<file path="src/rtl/mpco_map.svh">
// Register offsets, field positions and reset values of the modem pin override block
`ifndef MPCO_MAP_SVH
`define MPCO_MAP_SVH

// ------------------------------------
// Register offsets (byte addresses, low address bits only)
// ------------------------------------
`define MPCO_ADDR_W        8
`define MPCO_DRIVE_OFS     8'h0c
`define MPCO_SWAP_OFS      8'h10

// ------------------------------------
// Reset values
// ------------------------------------
`define MPCO_DRIVE_RST     32'h0000_0002
`define MPCO_SWAP_RST      32'h0000_0000

// ------------------------------------
// Field positions of the drive control register
// ------------------------------------
`define MPCO_BIT_IRQ_EN    0
`define MPCO_BIT_DIRECT    1
`define MPCO_BIT_NEG_LVL   2
`define MPCO_BIT_POS_LVL   3
`define MPCO_NEG_SEL_LSB   4
`define MPCO_POS_SEL_LSB   6
`define MPCO_SEL_W         2

// ------------------------------------
// Field position of the swap register
// ------------------------------------
`define MPCO_BIT_SWAP      0

// ------------------------------------
// AHB encodings used by the slave
// ------------------------------------
`define MPCO_HSIZE_BYTE    3'h0
`define MPCO_HSIZE_HALF    3'h1

`endif

</file>
<file path="src/rtl/mpco_pkg.sv">
// Types shared by the modem pin override block
package mpco_pkg;

    // ------------------------------------
    // Drive of one pad: level and enable travel together
    // ------------------------------------
    typedef struct packed {
        logic out;                          // Level driven when enabled
        logic oe;                           // High while the pad is driven
    } mpco_pin_drv_t;

    // ------------------------------------
    // Software control state
    // ------------------------------------
    typedef struct packed {
        logic [1:0] pos_pin_drive_select;   // Selection for the positive pin
        logic [1:0] neg_pin_drive_select;   // Selection for the negative pin
        logic       direct_pin_control_enable; // Hand pins to software
        logic       status_flag_irq_enable; // Gate of the status interrupt
        logic       pin_swap_select;        // Exchange the two pins
    } mpco_ctrl_t;

    // ------------------------------------
    // Captured AHB address phase
    // ------------------------------------
    typedef struct packed {
        logic       valid;                  // A transfer is in data phase
        logic       write;                  // Transfer direction
        logic [7:0] addr;                   // Low byte address
        logic       lane0;                  // Access covers byte lane 0
    } mpco_aphase_t;

endpackage : mpco_pkg

</file>
<file path="src/rtl/mpco_pin_mux.sv">
// Drive selection for one physical power/clock pad
`timescale 1ns/1ps

module mpco_pin_mux
    import mpco_pkg::*;
(
    input  wire logic          direct_en,  // Software owns the pad
    input  wire logic [1:0]    sel,        // Software drive selection code
    input  wire mpco_pin_drv_t proto_drv,  // Drive asked by protocol logic
    output mpco_pin_drv_t      drv         // Resulting pad drive
);

    // ------------------------------------
    // Selection decode
    // ------------------------------------
    // Low bit set floats the pad; otherwise the high bit is the level
    function automatic mpco_pin_drv_t decode_sel(input logic [1:0] code);
        mpco_pin_drv_t d;
        d.oe  = ~code[0];
        d.out = code[1] & ~code[0];
        return d;
    endfunction : decode_sel

    // Protocol logic owns the pad unless software took it
    always_comb begin
        if (direct_en) begin
            drv = decode_sel(sel);
        end else begin
            drv = proto_drv;
        end
    end

endmodule : mpco_pin_mux

</file>
<file path="src/rtl/mpco_pin_override.sv">
// Drive control register and pin override of the software modem power/clock pads
//
// Operation
// - Drive control register reachable over the AHB bus
// - Direct off: protocol logic drives positive pin
// - Direct off: protocol logic drives negative pin
// - Direct on: software owns both pins
// - Positive select: X1 float, 00 low, 10 high
// - Negative select: X1 float, 00 low, 10 high
// - Swap: positive select drives negative pin
// - Swap: negative select drives positive pin
// - Bit 3 reads positive pin, swapped negative
// - Bit 2 reads negative pin, swapped positive
// - Bit 0 gates status flag onto interrupt
`timescale 1ns/1ps
`include "mpco_map.svh"

module mpco_pin_override
    import mpco_pkg::*;
(
    input  wire logic          clk,                   // System clock, 10 MHz
    input  wire logic          rst_n,                 // Synchronous reset, active low
    input  wire logic          hsel,                  // AHB slave select
    input  wire logic [31:0]   haddr,                 // AHB address
    input  wire logic [1:0]    htrans,                // AHB transfer type
    input  wire logic          hwrite,                // AHB write strobe
    input  wire logic [2:0]    hsize,                 // AHB transfer size
    input  wire logic          hready,                // AHB bus ready in
    input  wire logic [31:0]   hwdata,                // AHB write data
    output logic               hreadyout,             // AHB ready out
    output logic               hresp,                 // AHB response
    output logic [31:0]        hrdata,                // AHB read data
    input  wire mpco_pin_drv_t proto_pos_drv,         // Protocol drive, positive pin
    input  wire mpco_pin_drv_t proto_neg_drv,         // Protocol drive, negative pin
    output logic               proto_pos_level,       // Positive pin level to protocol
    output logic               proto_neg_level,       // Negative pin level to protocol
    input  wire logic          monitored_status_flag, // Status flag from protocol
    output logic               modem_irq,             // Modem interrupt, active high
    input  wire logic          power_clock_pos_pin_in,  // Positive pad input
    output logic               power_clock_pos_pin_out, // Positive pad output level
    output logic               power_clock_pos_pin_oe,  // Positive pad output enable
    input  wire logic          power_clock_neg_pin_in,  // Negative pad input
    output logic               power_clock_neg_pin_out, // Negative pad output level
    output logic               power_clock_neg_pin_oe   // Negative pad output enable
);

    // ------------------------------------
    // Declarations
    // ------------------------------------
    mpco_ctrl_t    ctrl_reg;          // Software control state
    mpco_ctrl_t    ctrl_next;         // Control state after this cycle's write
    mpco_aphase_t  aph_reg;           // Captured address phase
    mpco_aphase_t  aph_next;          // Address phase seen this cycle
    logic [31:0]   hrdata_reg;        // Registered read data
    logic [31:0]   hrdata_next;       // Read data for the next data phase
    logic [1:0]    pos_sync_reg;      // Positive pad synchroniser
    logic [1:0]    neg_sync_reg;      // Negative pad synchroniser
    logic          pos_level;         // Synchronised positive pad level
    logic          neg_level;         // Synchronised negative pad level
    logic          pos_sel_level;     // Level seen by the positive selection
    logic          neg_sel_level;     // Level seen by the negative selection
    mpco_pin_drv_t pos_drv;           // Resulting positive pad drive
    mpco_pin_drv_t neg_drv;           // Resulting negative pad drive
    mpco_pin_drv_t proto_to_pos;      // Protocol drive routed to positive pad
    mpco_pin_drv_t proto_to_neg;      // Protocol drive routed to negative pad
    logic [1:0]    sel_to_pos;        // Selection routed to positive pad
    logic [1:0]    sel_to_neg;        // Selection routed to negative pad
    logic          irq_reg;           // Registered interrupt
    logic          wr_drive;          // Write to drive control register
    logic          wr_swap;           // Write to swap register
    localparam logic [31:0] DRIVE_RST = `MPCO_DRIVE_RST; // Drive reset word
    localparam logic [31:0] SWAP_RST  = `MPCO_SWAP_RST;  // Swap reset word

    // ------------------------------------
    // Helper functions
    // ------------------------------------
    // True when an access of this size and alignment touches byte lane 0
    function automatic logic covers_lane0(input logic [2:0] size, input logic [1:0] a);
        logic hit;
        hit = 1'b1;
        if (size == `MPCO_HSIZE_BYTE) begin
            hit = (a == 2'b00);
        end else if (size == `MPCO_HSIZE_HALF) begin
            hit = ~a[1];
        end
        return hit;
    endfunction : covers_lane0

    // Drive control word as software reads it, unused bits forced to zero
    function automatic logic [31:0] drive_word(input mpco_ctrl_t c,
                                               input logic       pl,
                                               input logic       nl);
        logic [31:0] w;
        w = 32'h0000_0000;
        w[`MPCO_POS_SEL_LSB +: `MPCO_SEL_W] = c.pos_pin_drive_select;
        w[`MPCO_NEG_SEL_LSB +: `MPCO_SEL_W] = c.neg_pin_drive_select;
        w[`MPCO_BIT_POS_LVL] = pl;
        w[`MPCO_BIT_NEG_LVL] = nl;
        w[`MPCO_BIT_DIRECT]  = c.direct_pin_control_enable;
        w[`MPCO_BIT_IRQ_EN]  = c.status_flag_irq_enable;
        return w;
    endfunction : drive_word

    // ------------------------------------
    // AHB address phase
    // ------------------------------------
    // Only NONSEQ and SEQ transfers are taken; IDLE and BUSY are ignored
    always_comb begin
        aph_next.valid = hsel & hready & htrans[1];
        aph_next.write = hwrite;
        aph_next.addr  = haddr[`MPCO_ADDR_W-1:0];
        aph_next.lane0 = covers_lane0(hsize, haddr[1:0]);
    end

    // Address phase capture for the following data phase
    always_ff @(posedge clk) begin
        if (!rst_n) begin
            aph_reg <= '0;
        end else begin
            aph_reg <= aph_next;
        end
    end

    // Slave never inserts wait states and never errors; unmapped reads give zero
    assign hreadyout = 1'b1;
    assign hresp     = 1'b0;

    // ------------------------------------
    // Register writes
    // ------------------------------------
    // Write data arrives in the data phase; only lane 0 carries used bits
    assign wr_drive = aph_reg.valid & aph_reg.write & aph_reg.lane0
                    & (aph_reg.addr == `MPCO_DRIVE_OFS);
    assign wr_swap  = aph_reg.valid & aph_reg.write & aph_reg.lane0
                    & (aph_reg.addr == `MPCO_SWAP_OFS);

    // Next control state; level bits are read-only and bits 31:8 dropped
    always_comb begin
        ctrl_next = ctrl_reg;
        if (wr_drive) begin
            ctrl_next.pos_pin_drive_select =
                hwdata[`MPCO_POS_SEL_LSB +: `MPCO_SEL_W];
            ctrl_next.neg_pin_drive_select =
                hwdata[`MPCO_NEG_SEL_LSB +: `MPCO_SEL_W];
            ctrl_next.direct_pin_control_enable = hwdata[`MPCO_BIT_DIRECT];
            ctrl_next.status_flag_irq_enable    = hwdata[`MPCO_BIT_IRQ_EN];
        end
        if (wr_swap) begin
            ctrl_next.pin_swap_select = hwdata[`MPCO_BIT_SWAP];
        end
    end

    // Control register; reset leaves both pads under software, driven low
    always_ff @(posedge clk) begin
        if (!rst_n) begin
            ctrl_reg.pos_pin_drive_select      <= DRIVE_RST[`MPCO_POS_SEL_LSB +: 2];
            ctrl_reg.neg_pin_drive_select      <= DRIVE_RST[`MPCO_NEG_SEL_LSB +: 2];
            ctrl_reg.direct_pin_control_enable <= DRIVE_RST[`MPCO_BIT_DIRECT];
            ctrl_reg.status_flag_irq_enable    <= DRIVE_RST[`MPCO_BIT_IRQ_EN];
            ctrl_reg.pin_swap_select           <= SWAP_RST[`MPCO_BIT_SWAP];
        end else begin
            ctrl_reg <= ctrl_next;
        end
    end

    // ------------------------------------
    // Register reads
    // ------------------------------------
    // Read data is built from the next control state, so a read right
    // after a write to the same register already sees the new value
    always_comb begin
        hrdata_next = 32'h0000_0000;
        if (aph_next.valid && !aph_next.write) begin
            case (aph_next.addr)
                `MPCO_DRIVE_OFS: begin
                    hrdata_next = drive_word(ctrl_next, pos_sel_level,
                                             neg_sel_level);
                end
                `MPCO_SWAP_OFS: begin
                    hrdata_next[`MPCO_BIT_SWAP] = ctrl_next.pin_swap_select;
                end
                default: begin
                    hrdata_next = 32'h0000_0000;   // Unmapped reads as zero
                end
            endcase
        end
    end

    // Read data register
    always_ff @(posedge clk) begin
        if (!rst_n) begin
            hrdata_reg <= 32'h0000_0000;
        end else begin
            hrdata_reg <= hrdata_next;
        end
    end

    assign hrdata = hrdata_reg;

    // ----------------------------------------------------------------
    // Pad input synchronisers
    // ----------------------------------------------------------------
    // Pads are asynchronous to clk; stage 0 feeds only stage 1
    always_ff @(posedge clk) begin
        if (!rst_n) begin
            pos_sync_reg <= 2'b00;
            neg_sync_reg <= 2'b00;
        end else begin
            pos_sync_reg <= {pos_sync_reg[0], power_clock_pos_pin_in};
            neg_sync_reg <= {neg_sync_reg[0], power_clock_neg_pin_in};
        end
    end

    assign pos_level = pos_sync_reg[1];
    assign neg_level = neg_sync_reg[1];

    // Read-back follows the swap: each level bit tracks its own selection
    always_comb begin
        if (ctrl_reg.pin_swap_select) begin
            pos_sel_level = neg_level;
            neg_sel_level = pos_level;
        end else begin
            pos_sel_level = pos_level;
            neg_sel_level = neg_level;
        end
    end

    // Protocol logic sees levels in its own orientation
    assign proto_pos_level = pos_sel_level;
    assign proto_neg_level = neg_sel_level;

    // ----------------------------------------------------------------
    // Pad drive routing
    // ----------------------------------------------------------------
    // Swap exchanges both the software selections and the protocol drives,
    // so a board with crossed pads is fixed in one place
    always_comb begin
        if (ctrl_reg.pin_swap_select) begin
            sel_to_pos   = ctrl_reg.neg_pin_drive_select;
            sel_to_neg   = ctrl_reg.pos_pin_drive_select;
            proto_to_pos = proto_neg_drv;
            proto_to_neg = proto_pos_drv;
        end else begin
            sel_to_pos   = ctrl_reg.pos_pin_drive_select;
            sel_to_neg   = ctrl_reg.neg_pin_drive_select;
            proto_to_pos = proto_pos_drv;
            proto_to_neg = proto_neg_drv;
        end
    end

    // Positive physical pad
    mpco_pin_mux u_pos_mux (
        .direct_en (ctrl_reg.direct_pin_control_enable),
        .sel       (sel_to_pos),
        .proto_drv (proto_to_pos),
        .drv       (pos_drv)
    );

    // Negative physical pad
    mpco_pin_mux u_neg_mux (
        .direct_en (ctrl_reg.direct_pin_control_enable),
        .sel       (sel_to_neg),
        .proto_drv (proto_to_neg),
        .drv       (neg_drv)
    );

    // Pad outputs registered; costs one cycle of protocol latency but
    // keeps glitches off the transformer primary
    always_ff @(posedge clk) begin
        if (!rst_n) begin
            power_clock_pos_pin_out <= 1'b0;
            power_clock_pos_pin_oe  <= 1'b0;
            power_clock_neg_pin_out <= 1'b0;
            power_clock_neg_pin_oe  <= 1'b0;
        end else begin
            power_clock_pos_pin_out <= pos_drv.out;
            power_clock_pos_pin_oe  <= pos_drv.oe;
            power_clock_neg_pin_out <= neg_drv.out;
            power_clock_neg_pin_oe  <= neg_drv.oe;
        end
    end

    // ----------------------------------------------------------------
    // Status interrupt
    // ----------------------------------------------------------------
    // Flag is a level from protocol logic; enable only gates it
    always_ff @(posedge clk) begin
        if (!rst_n) begin
            irq_reg <= 1'b0;
        end else begin
            irq_reg <= monitored_status_flag & ctrl_reg.status_flag_irq_enable;
        end
    end

    assign modem_irq = irq_reg;

endmodule : mpco_pin_override

</file>
<file path="config.mk">
export PLATFORM = sky130hd
export DESIGN_NAME = mpco_pin_override
export DESIGN_NICKNAME = d
export VERILOG_FILES = /design/src/rtl/mpco_pkg.sv /design/src/rtl/mpco_pin_mux.sv /design/src/rtl/mpco_pin_override.sv
export VERILOG_INCLUDE_DIRS = /design/src /design/src/rtl
export SDC_FILE = /design/constraint.sdc
export NUM_CORES = 1
export LEC_CHECK = 0
export ABC_CLOCK_PERIOD_IN_PS = 2520
export BUFFER_PORTS_ARGS = -buffer_cell sky130_fd_sc_hd__buf_2
export CORE_ASPECT_RATIO = 0.5
export CORE_MARGIN = 5
export CORE_UTILIZATION = 41
export CTS_CLUSTER_DIAMETER = 120
export DETAILED_ROUTE_END_ITERATION = 16
export GPL_ROUTABILITY_DRIVEN = 0
export GPL_TIMING_DRIVEN = 0
export PLACE_DENSITY = 0.81
export SLEW_MARGIN = 20
export SYNTH_ARGS = -nofsm -noshare
export SYNTH_HDL_FRONTEND = slang
export SYNTH_SLANG_ARGS = --single-unit
export TNS_END_PERCENT = 50
</file>
<file path="constraint.sdc">
create_clock -name clk -period 2.52 [get_ports clk]
set_clock_uncertainty 0.2 [all_clocks]
set_input_delay 0.756 -clock clk [delete_from_list [all_inputs] [get_ports clk]]
set_output_delay 0.756 -clock clk [all_outputs]
set_load 0.02 [all_outputs]
</file>
==> flow_metrics.env, run 1 <==
export IMPL_status="finished clean"
export IMPL_grt_max_degree=11
export IMPL_ir_drop_uv=207
export IMPL_syn_area_mm2=0.00147
export IMPL_endpoint_kind="output pin"
export IMPL_syn_to_final_growth_pct=31.4
export IMPL_numCtsBuffers=5
export IMPL_drive_above_1_share_pct=41.2
export IMPL_ioPinCount=122
export IMPL_worstPathRequired_ns=1.56
export IMPL_synth_top_area_share_pct=47.7
export IMPL_synth_top_area_cell="dfxtp_1"
export IMPL_cts_buffer_depth=2
export IMPL_syn_area_per_cell_um2=10.8
export IMPL_final_cell_count_no_fill=262
export IMPL_cts_root_buf="clkbuf_8"
export IMPL_postCtsSetupRepairBufs=0
export IMPL_powerDensity_mw_per_mm2=567
export IMPL_final_util_pct=56.2
export IMPL_antenna_found_initial=0
export IMPL_dieArea_mm2=0.00495
export IMPL_synth_xor_area_share_pct=0
export IMPL_finalSetupViolations=0
export IMPL_synth_cell_types=27
export IMPL_vias=1039
export IMPL_clkSinkCount=35
export IMPL_drtPass1Iterations=4
export IMPL_yosys_top_cells_area="dfxtp_1, buf_4, mux2i_1"
export IMPL_syn_instance_count=136
export IMPL_die_x_um=94.7
export IMPL_drtIter0Drc=30
export IMPL_start_util_pct=42.8
export IMPL_io_buffers=44
export IMPL_grt_setup_unrepaired="false"
export IMPL_die_height_um=52.3
export IMPL_cp_max_fo=9
export IMPL_finalPower_mw=1.09
export IMPL_synthSimpleGateAreaFrac_pct=23.3
export IMPL_final_min_clock_period_ns=2.30
export IMPL_leakagePower_nw=1.01
export IMPL_detail_route_wirelength_um=2820
export IMPL_post_drt_via_cell_ratio=3.97
export IMPL_clock_latency_ns=0.28
export IMPL_synth_top_family_by_area="simple AND/OR/NAND/NOR gates"
export IMPL_hpwlAfterDp_um=2300
export IMPL_grt_usage_pct=12.5
export IMPL_drc=0
export IMPL_fin_nets=292
export IMPL_path_clk_slew_ns=0.07
export IMPL_cts_resized=0
export IMPL_grt_pass1_wl_um=4720
export IMPL_cts_tree="yes"
export IMPL_grt_overflow_total=0
export IMPL_synth_sequential_area_ratio_pct=47.7
export IMPL_hold_class="register to register"
export IMPL_final_hold_viol_count=0
export IMPL_synth_compound_area_share_pct=2.04
export IMPL_drv_cap=0
export IMPL_holdBufCountCts=0
export IMPL_diodes=0
export IMPL_period_share_pct=91.4
export IMPL_rows=15
export IMPL_setup_tns_ns=0
export IMPL_htree_levels=2
export IMPL_slew_viol_final=0
export IMPL_muxShareOfSynthArea_pct=12.1
export IMPL_synth_warnings=0
export IMPL_ys_ff_latch=35
export IMPL_core_mm2=0.00343
export IMPL_start_kind="register"
export IMPL_clock_fmax_mhz=434
export IMPL_worstSetupPathType="register to output pin"
export IMPL_largest_reg_flops=11
export IMPL_wire_per_inst_um=10.7
export IMPL_ant_nets=0
export IMPL_grt_pass1_vias=1115
export IMPL_synthAdderAreaFrac_pct=0
export IMPL_arrival_ns=1.35
export IMPL_dp_cells=255
[path summary, 6_finish.rpt]
path                    from               to  slack [ns]  depth (start not counted)
min reg2reg  neg_sync_reg[0]  neg_sync_reg[1]        0.23                          1
min          neg_sync_reg[0]  neg_sync_reg[1]        0.23                          1
max reg2reg       aph_reg[6]      ctrl_reg[2]        0.91                          4
max              ctrl_reg[0]  proto_neg_level        0.22                          3
[where the power goes]
group / internal, mW / switching, mW
clock: 0.214 / 0.179
sequential: 0.567 / 0.00556
combinational: 0.0606 / 0.0681
total: 0.842 / 0.252
[cell usage in the layout, fill, tap and decap left out, types with 3 or more instances in the layout]
master / n
nand2_1: 3
buf_4: 26
buf_2: 45
mux2i_1: 11
conb_1: 26
nor2_1: 8
clkbuf_8: 6
dfxtp_1: 35
and2_1: 17
nor2b_1: 11
[kinds of logic after synthesis]
| family | Yosys count |
|---|---|
| AND/OR/NAND/NOR | 49 |
| other | 2 |
| AO/OA/AOI/OAI | 5 |
| buffers and inverters | 30 |
| multiplexers | 15 |
| flip-flops | 35 |
[per-stage QoR]
stage,hold slack (ns),area [µm²],setup slack (ns)
finish,0.233,1930,0.216
global route,0.264,1930,0.145
global placement,0.215,1840,0.487
CTS,0.237,1930,0.205
detailed placement,0.222,1840,0.438
floorplan,0.212,1560,0.663
[cells in the mapped netlist]
master     n
and4bb_2   1
mux2i_1   11
a21oi_1    1
and3_4     1
mux4_2     2
mux2_2     2
inv_1      1
and4_1     1
conb_1     2
nand4_1    1
nor2_1     8
nand4b_4   1
and3_1     1
o21ai_0    2
nand3_1    1
clkbuf_1   2
nand4_4    1
o22ai_1    1
and2_1    17
dfxtp_1   35
nor4b_4    1
buf_4     26
o31a_1     1
nor4_1     1
nand2_1    3
buf_2      1
nor2b_1   11
[cell type report]
cell class / instances / area [µm²]
plain buffers: 29 / 208
inverters: 1 / 3.75
multi-input cells: 95 / 647
clock buffers: 6 / 82.6
clock inverters: 1 / 5.00
well taps: 51 / 63.8
flip-flops and latches: 35 / 701
repair buffers: 44 / 220
fillers: 310 / 1500
[worst max-delay path: stages, from the launching register on]
cell	delay [ns]
dfxtp_1	0.30
buf_2	0.23
mux2_2	0.37
buf_2	0.16
[per-layer routing]
metal	track usage (%)	up-vias	part of all wire, %
li1	-	544	-
met1	11.8	446	38
met2	24.2	45	51
met3	6.03	4	9.9
met4	4.31	0	0.85
met5	0	-	0
Note: power is estimated with default switching activity, not from simulation.
==> run 2: changes to the inputs <==
--- a/config.mk
+++ b/config.mk
@@ -10,12 +10,13 @@
 export BUFFER_PORTS_ARGS = -buffer_cell sky130_fd_sc_hd__buf_2
 export CORE_ASPECT_RATIO = 0.5
 export CORE_MARGIN = 5
-export CORE_UTILIZATION = 41
+export CORE_UTILIZATION = 32
 export CTS_CLUSTER_DIAMETER = 120
 export DETAILED_ROUTE_END_ITERATION = 16
 export GPL_ROUTABILITY_DRIVEN = 0
 export GPL_TIMING_DRIVEN = 0
-export PLACE_DENSITY = 0.81
+export PLACE_DENSITY = 0.64
+export RECOVER_POWER = 25
 export SLEW_MARGIN = 20
 export SYNTH_ARGS = -nofsm -noshare
 export SYNTH_HDL_FRONTEND = slang
==> run 2 against run 1 <==
Net effect: final cell count up 2.7%; final area up 0.91%; hold slack better by 0.0044 ns; combinational power about the same; register-to-register slack better by 0.03 ns; clock power up 6.9%; via count up 0.77%; routed wire length down 5.7%; highest routed layer unchanged.
==> flow_metrics.env, run 2 (same netlist as run 1, synthesis figures left out) <==
export IMPL_clock_latency_ns=0.28
export IMPL_diodes=0
export IMPL_netSwitchingPower_uw=269
export IMPL_clockPowerShare_pct=37.5
export IMPL_path_clk_slew_ns=0.07
export IMPL_powerDensity_mw_per_mm2=574
export IMPL_syn_to_final_growth_pct=32.6
export IMPL_power_internal_uw=850
export IMPL_worstPathRequired_ns=1.56
export IMPL_preCtsSetupSlack_ns=0.449
export IMPL_endpoint_kind="output pin"
export IMPL_grt_pass1_wl_um=4260
export IMPL_setup_slack_ns=0.189
export IMPL_grt_max_degree=13
export IMPL_largest_reg_flops=11
export IMPL_swShare_pct=24.1
export IMPL_ir_drop_uv=181
export IMPL_drtPass1Iterations=3
export IMPL_fin_nets=292
export IMPL_htree_levels=2
export IMPL_final_min_clock_period_ns=2.33
export IMPL_start_util_pct=33.2
export IMPL_hpwlAfterDp_um=2180
export IMPL_stdcell_area_mm2=0.00195
export IMPL_finalPower_mw=1.12
export IMPL_cts_tree="yes"
export IMPL_die_x_um=106
export IMPL_ioPinCount=122
export IMPL_drv_cap=0
export IMPL_period_share_pct=92.5
export IMPL_cts_resized=0
export IMPL_grt_pass1_vias=1046
export IMPL_final_hold_viol_count=0
export IMPL_status="finished clean"
export IMPL_dp_cells=261
export IMPL_leakagePower_nw=1.00
export IMPL_arrival_ns=1.37
export IMPL_postCtsSetupRepairBufs=0
export IMPL_timing_hold_ws_ns=0.237
export IMPL_grt_overflow_total=0
export IMPL_cts_buffer_depth=2
export IMPL_clkSinkCount=35
export IMPL_ant_nets=0
export IMPL_holdBufCountCts=0
export IMPL_die_height_um=57.9
export IMPL_final_common_cell="buf_2"
export IMPL_vias=1047
export IMPL_post_drt_via_cell_ratio=3.89
export IMPL_worstSetupPathType="register to output pin"
export IMPL_drc=0
export IMPL_combPwrFrac_pct=11.3
export IMPL_final_cell_count_no_fill=269
export IMPL_placement_cell_area_mm2=0.00185
export IMPL_final_util_pct=44.0
export IMPL_seq_power_share_pct=51.1
export IMPL_drtIter0Drc=23
export IMPL_cp_max_fo=9
export IMPL_cts_root_buf="clkbuf_8"
export IMPL_core_mm2=0.00442
export IMPL_detail_route_wirelength_um=2660
export IMPL_grt_usage_pct=9.02
export IMPL_start_kind="register"
export IMPL_clock_fmax_mhz=429
export IMPL_wire_per_inst_um=9.87
export IMPL_rows=17
export IMPL_antenna_found_initial=0
export IMPL_numCtsBuffers=5
export IMPL_grt_setup_unrepaired="false"
export IMPL_setup_tns_ns=0
export IMPL_slew_viol_final=0
export IMPL_drive_above_1_share_pct=41.0
export IMPL_hold_class="register to register"
export IMPL_final_cell_mix="buf_2, dfxtp_1, buf_4, conb_1, and2_1"
export IMPL_dieArea_mm2=0.00613
export IMPL_io_buffers=44
export IMPL_finalSetupViolations=0
run 2: final timing paths:
path                                 startpoint         endpoint  slack (ns)  cells past startpoint
worst max-delay path                ctrl_reg[0]  proto_neg_level        0.19                      3
worst min-delay path            neg_sync_reg[0]  neg_sync_reg[1]        0.24                      1
worst max register to register       aph_reg[6]        hrdata[0]        0.94                      4
worst min register to register  neg_sync_reg[0]  neg_sync_reg[1]        0.24                      1
run 2: critical path: stages (launching register included):
cell     delay (ns)
dfxtp_1        0.31
buf_2          0.24
mux2_2         0.38
buf_2          0.16
run 2: power groups by stage:
stage,clock network [mW],logic [mW],registers [mW]
3_5_place_dp,0,0.126,0.585
6_report,0.420,0.127,0.572
4_1_cts,0.431,0.126,0.572
3_3_place_gp,0,0.125,0.585
2_1_floorplan,0,0.0895,0.586
5_1_grt,0.459,0.138,0.573
run 2: final cells by class:
cell class	instances	area, µm²
fill	421	2480
sequential	35	701
multi-input combinational	95	647
timing repair buffer	44	219
buffer	29	208
clock buffer	6	82.6
tap	57	71.3
clock inverter	2	16.3
inverter	1	3.75
run 2: metal layers:
metal / part of all wire (%) / GRT usage (%) / vias up / routed length [µm]
met1: 40 / 9.27 / 456 / 1070
met2: 49 / 15.9 / 38 / 1300
met3: 8.7 / 3.56 / 5 / 230
met4: 1.8 / 5.54 / 0 / 49
met5: 0 / 0 / - / 0
li1: - / - / 548 / -
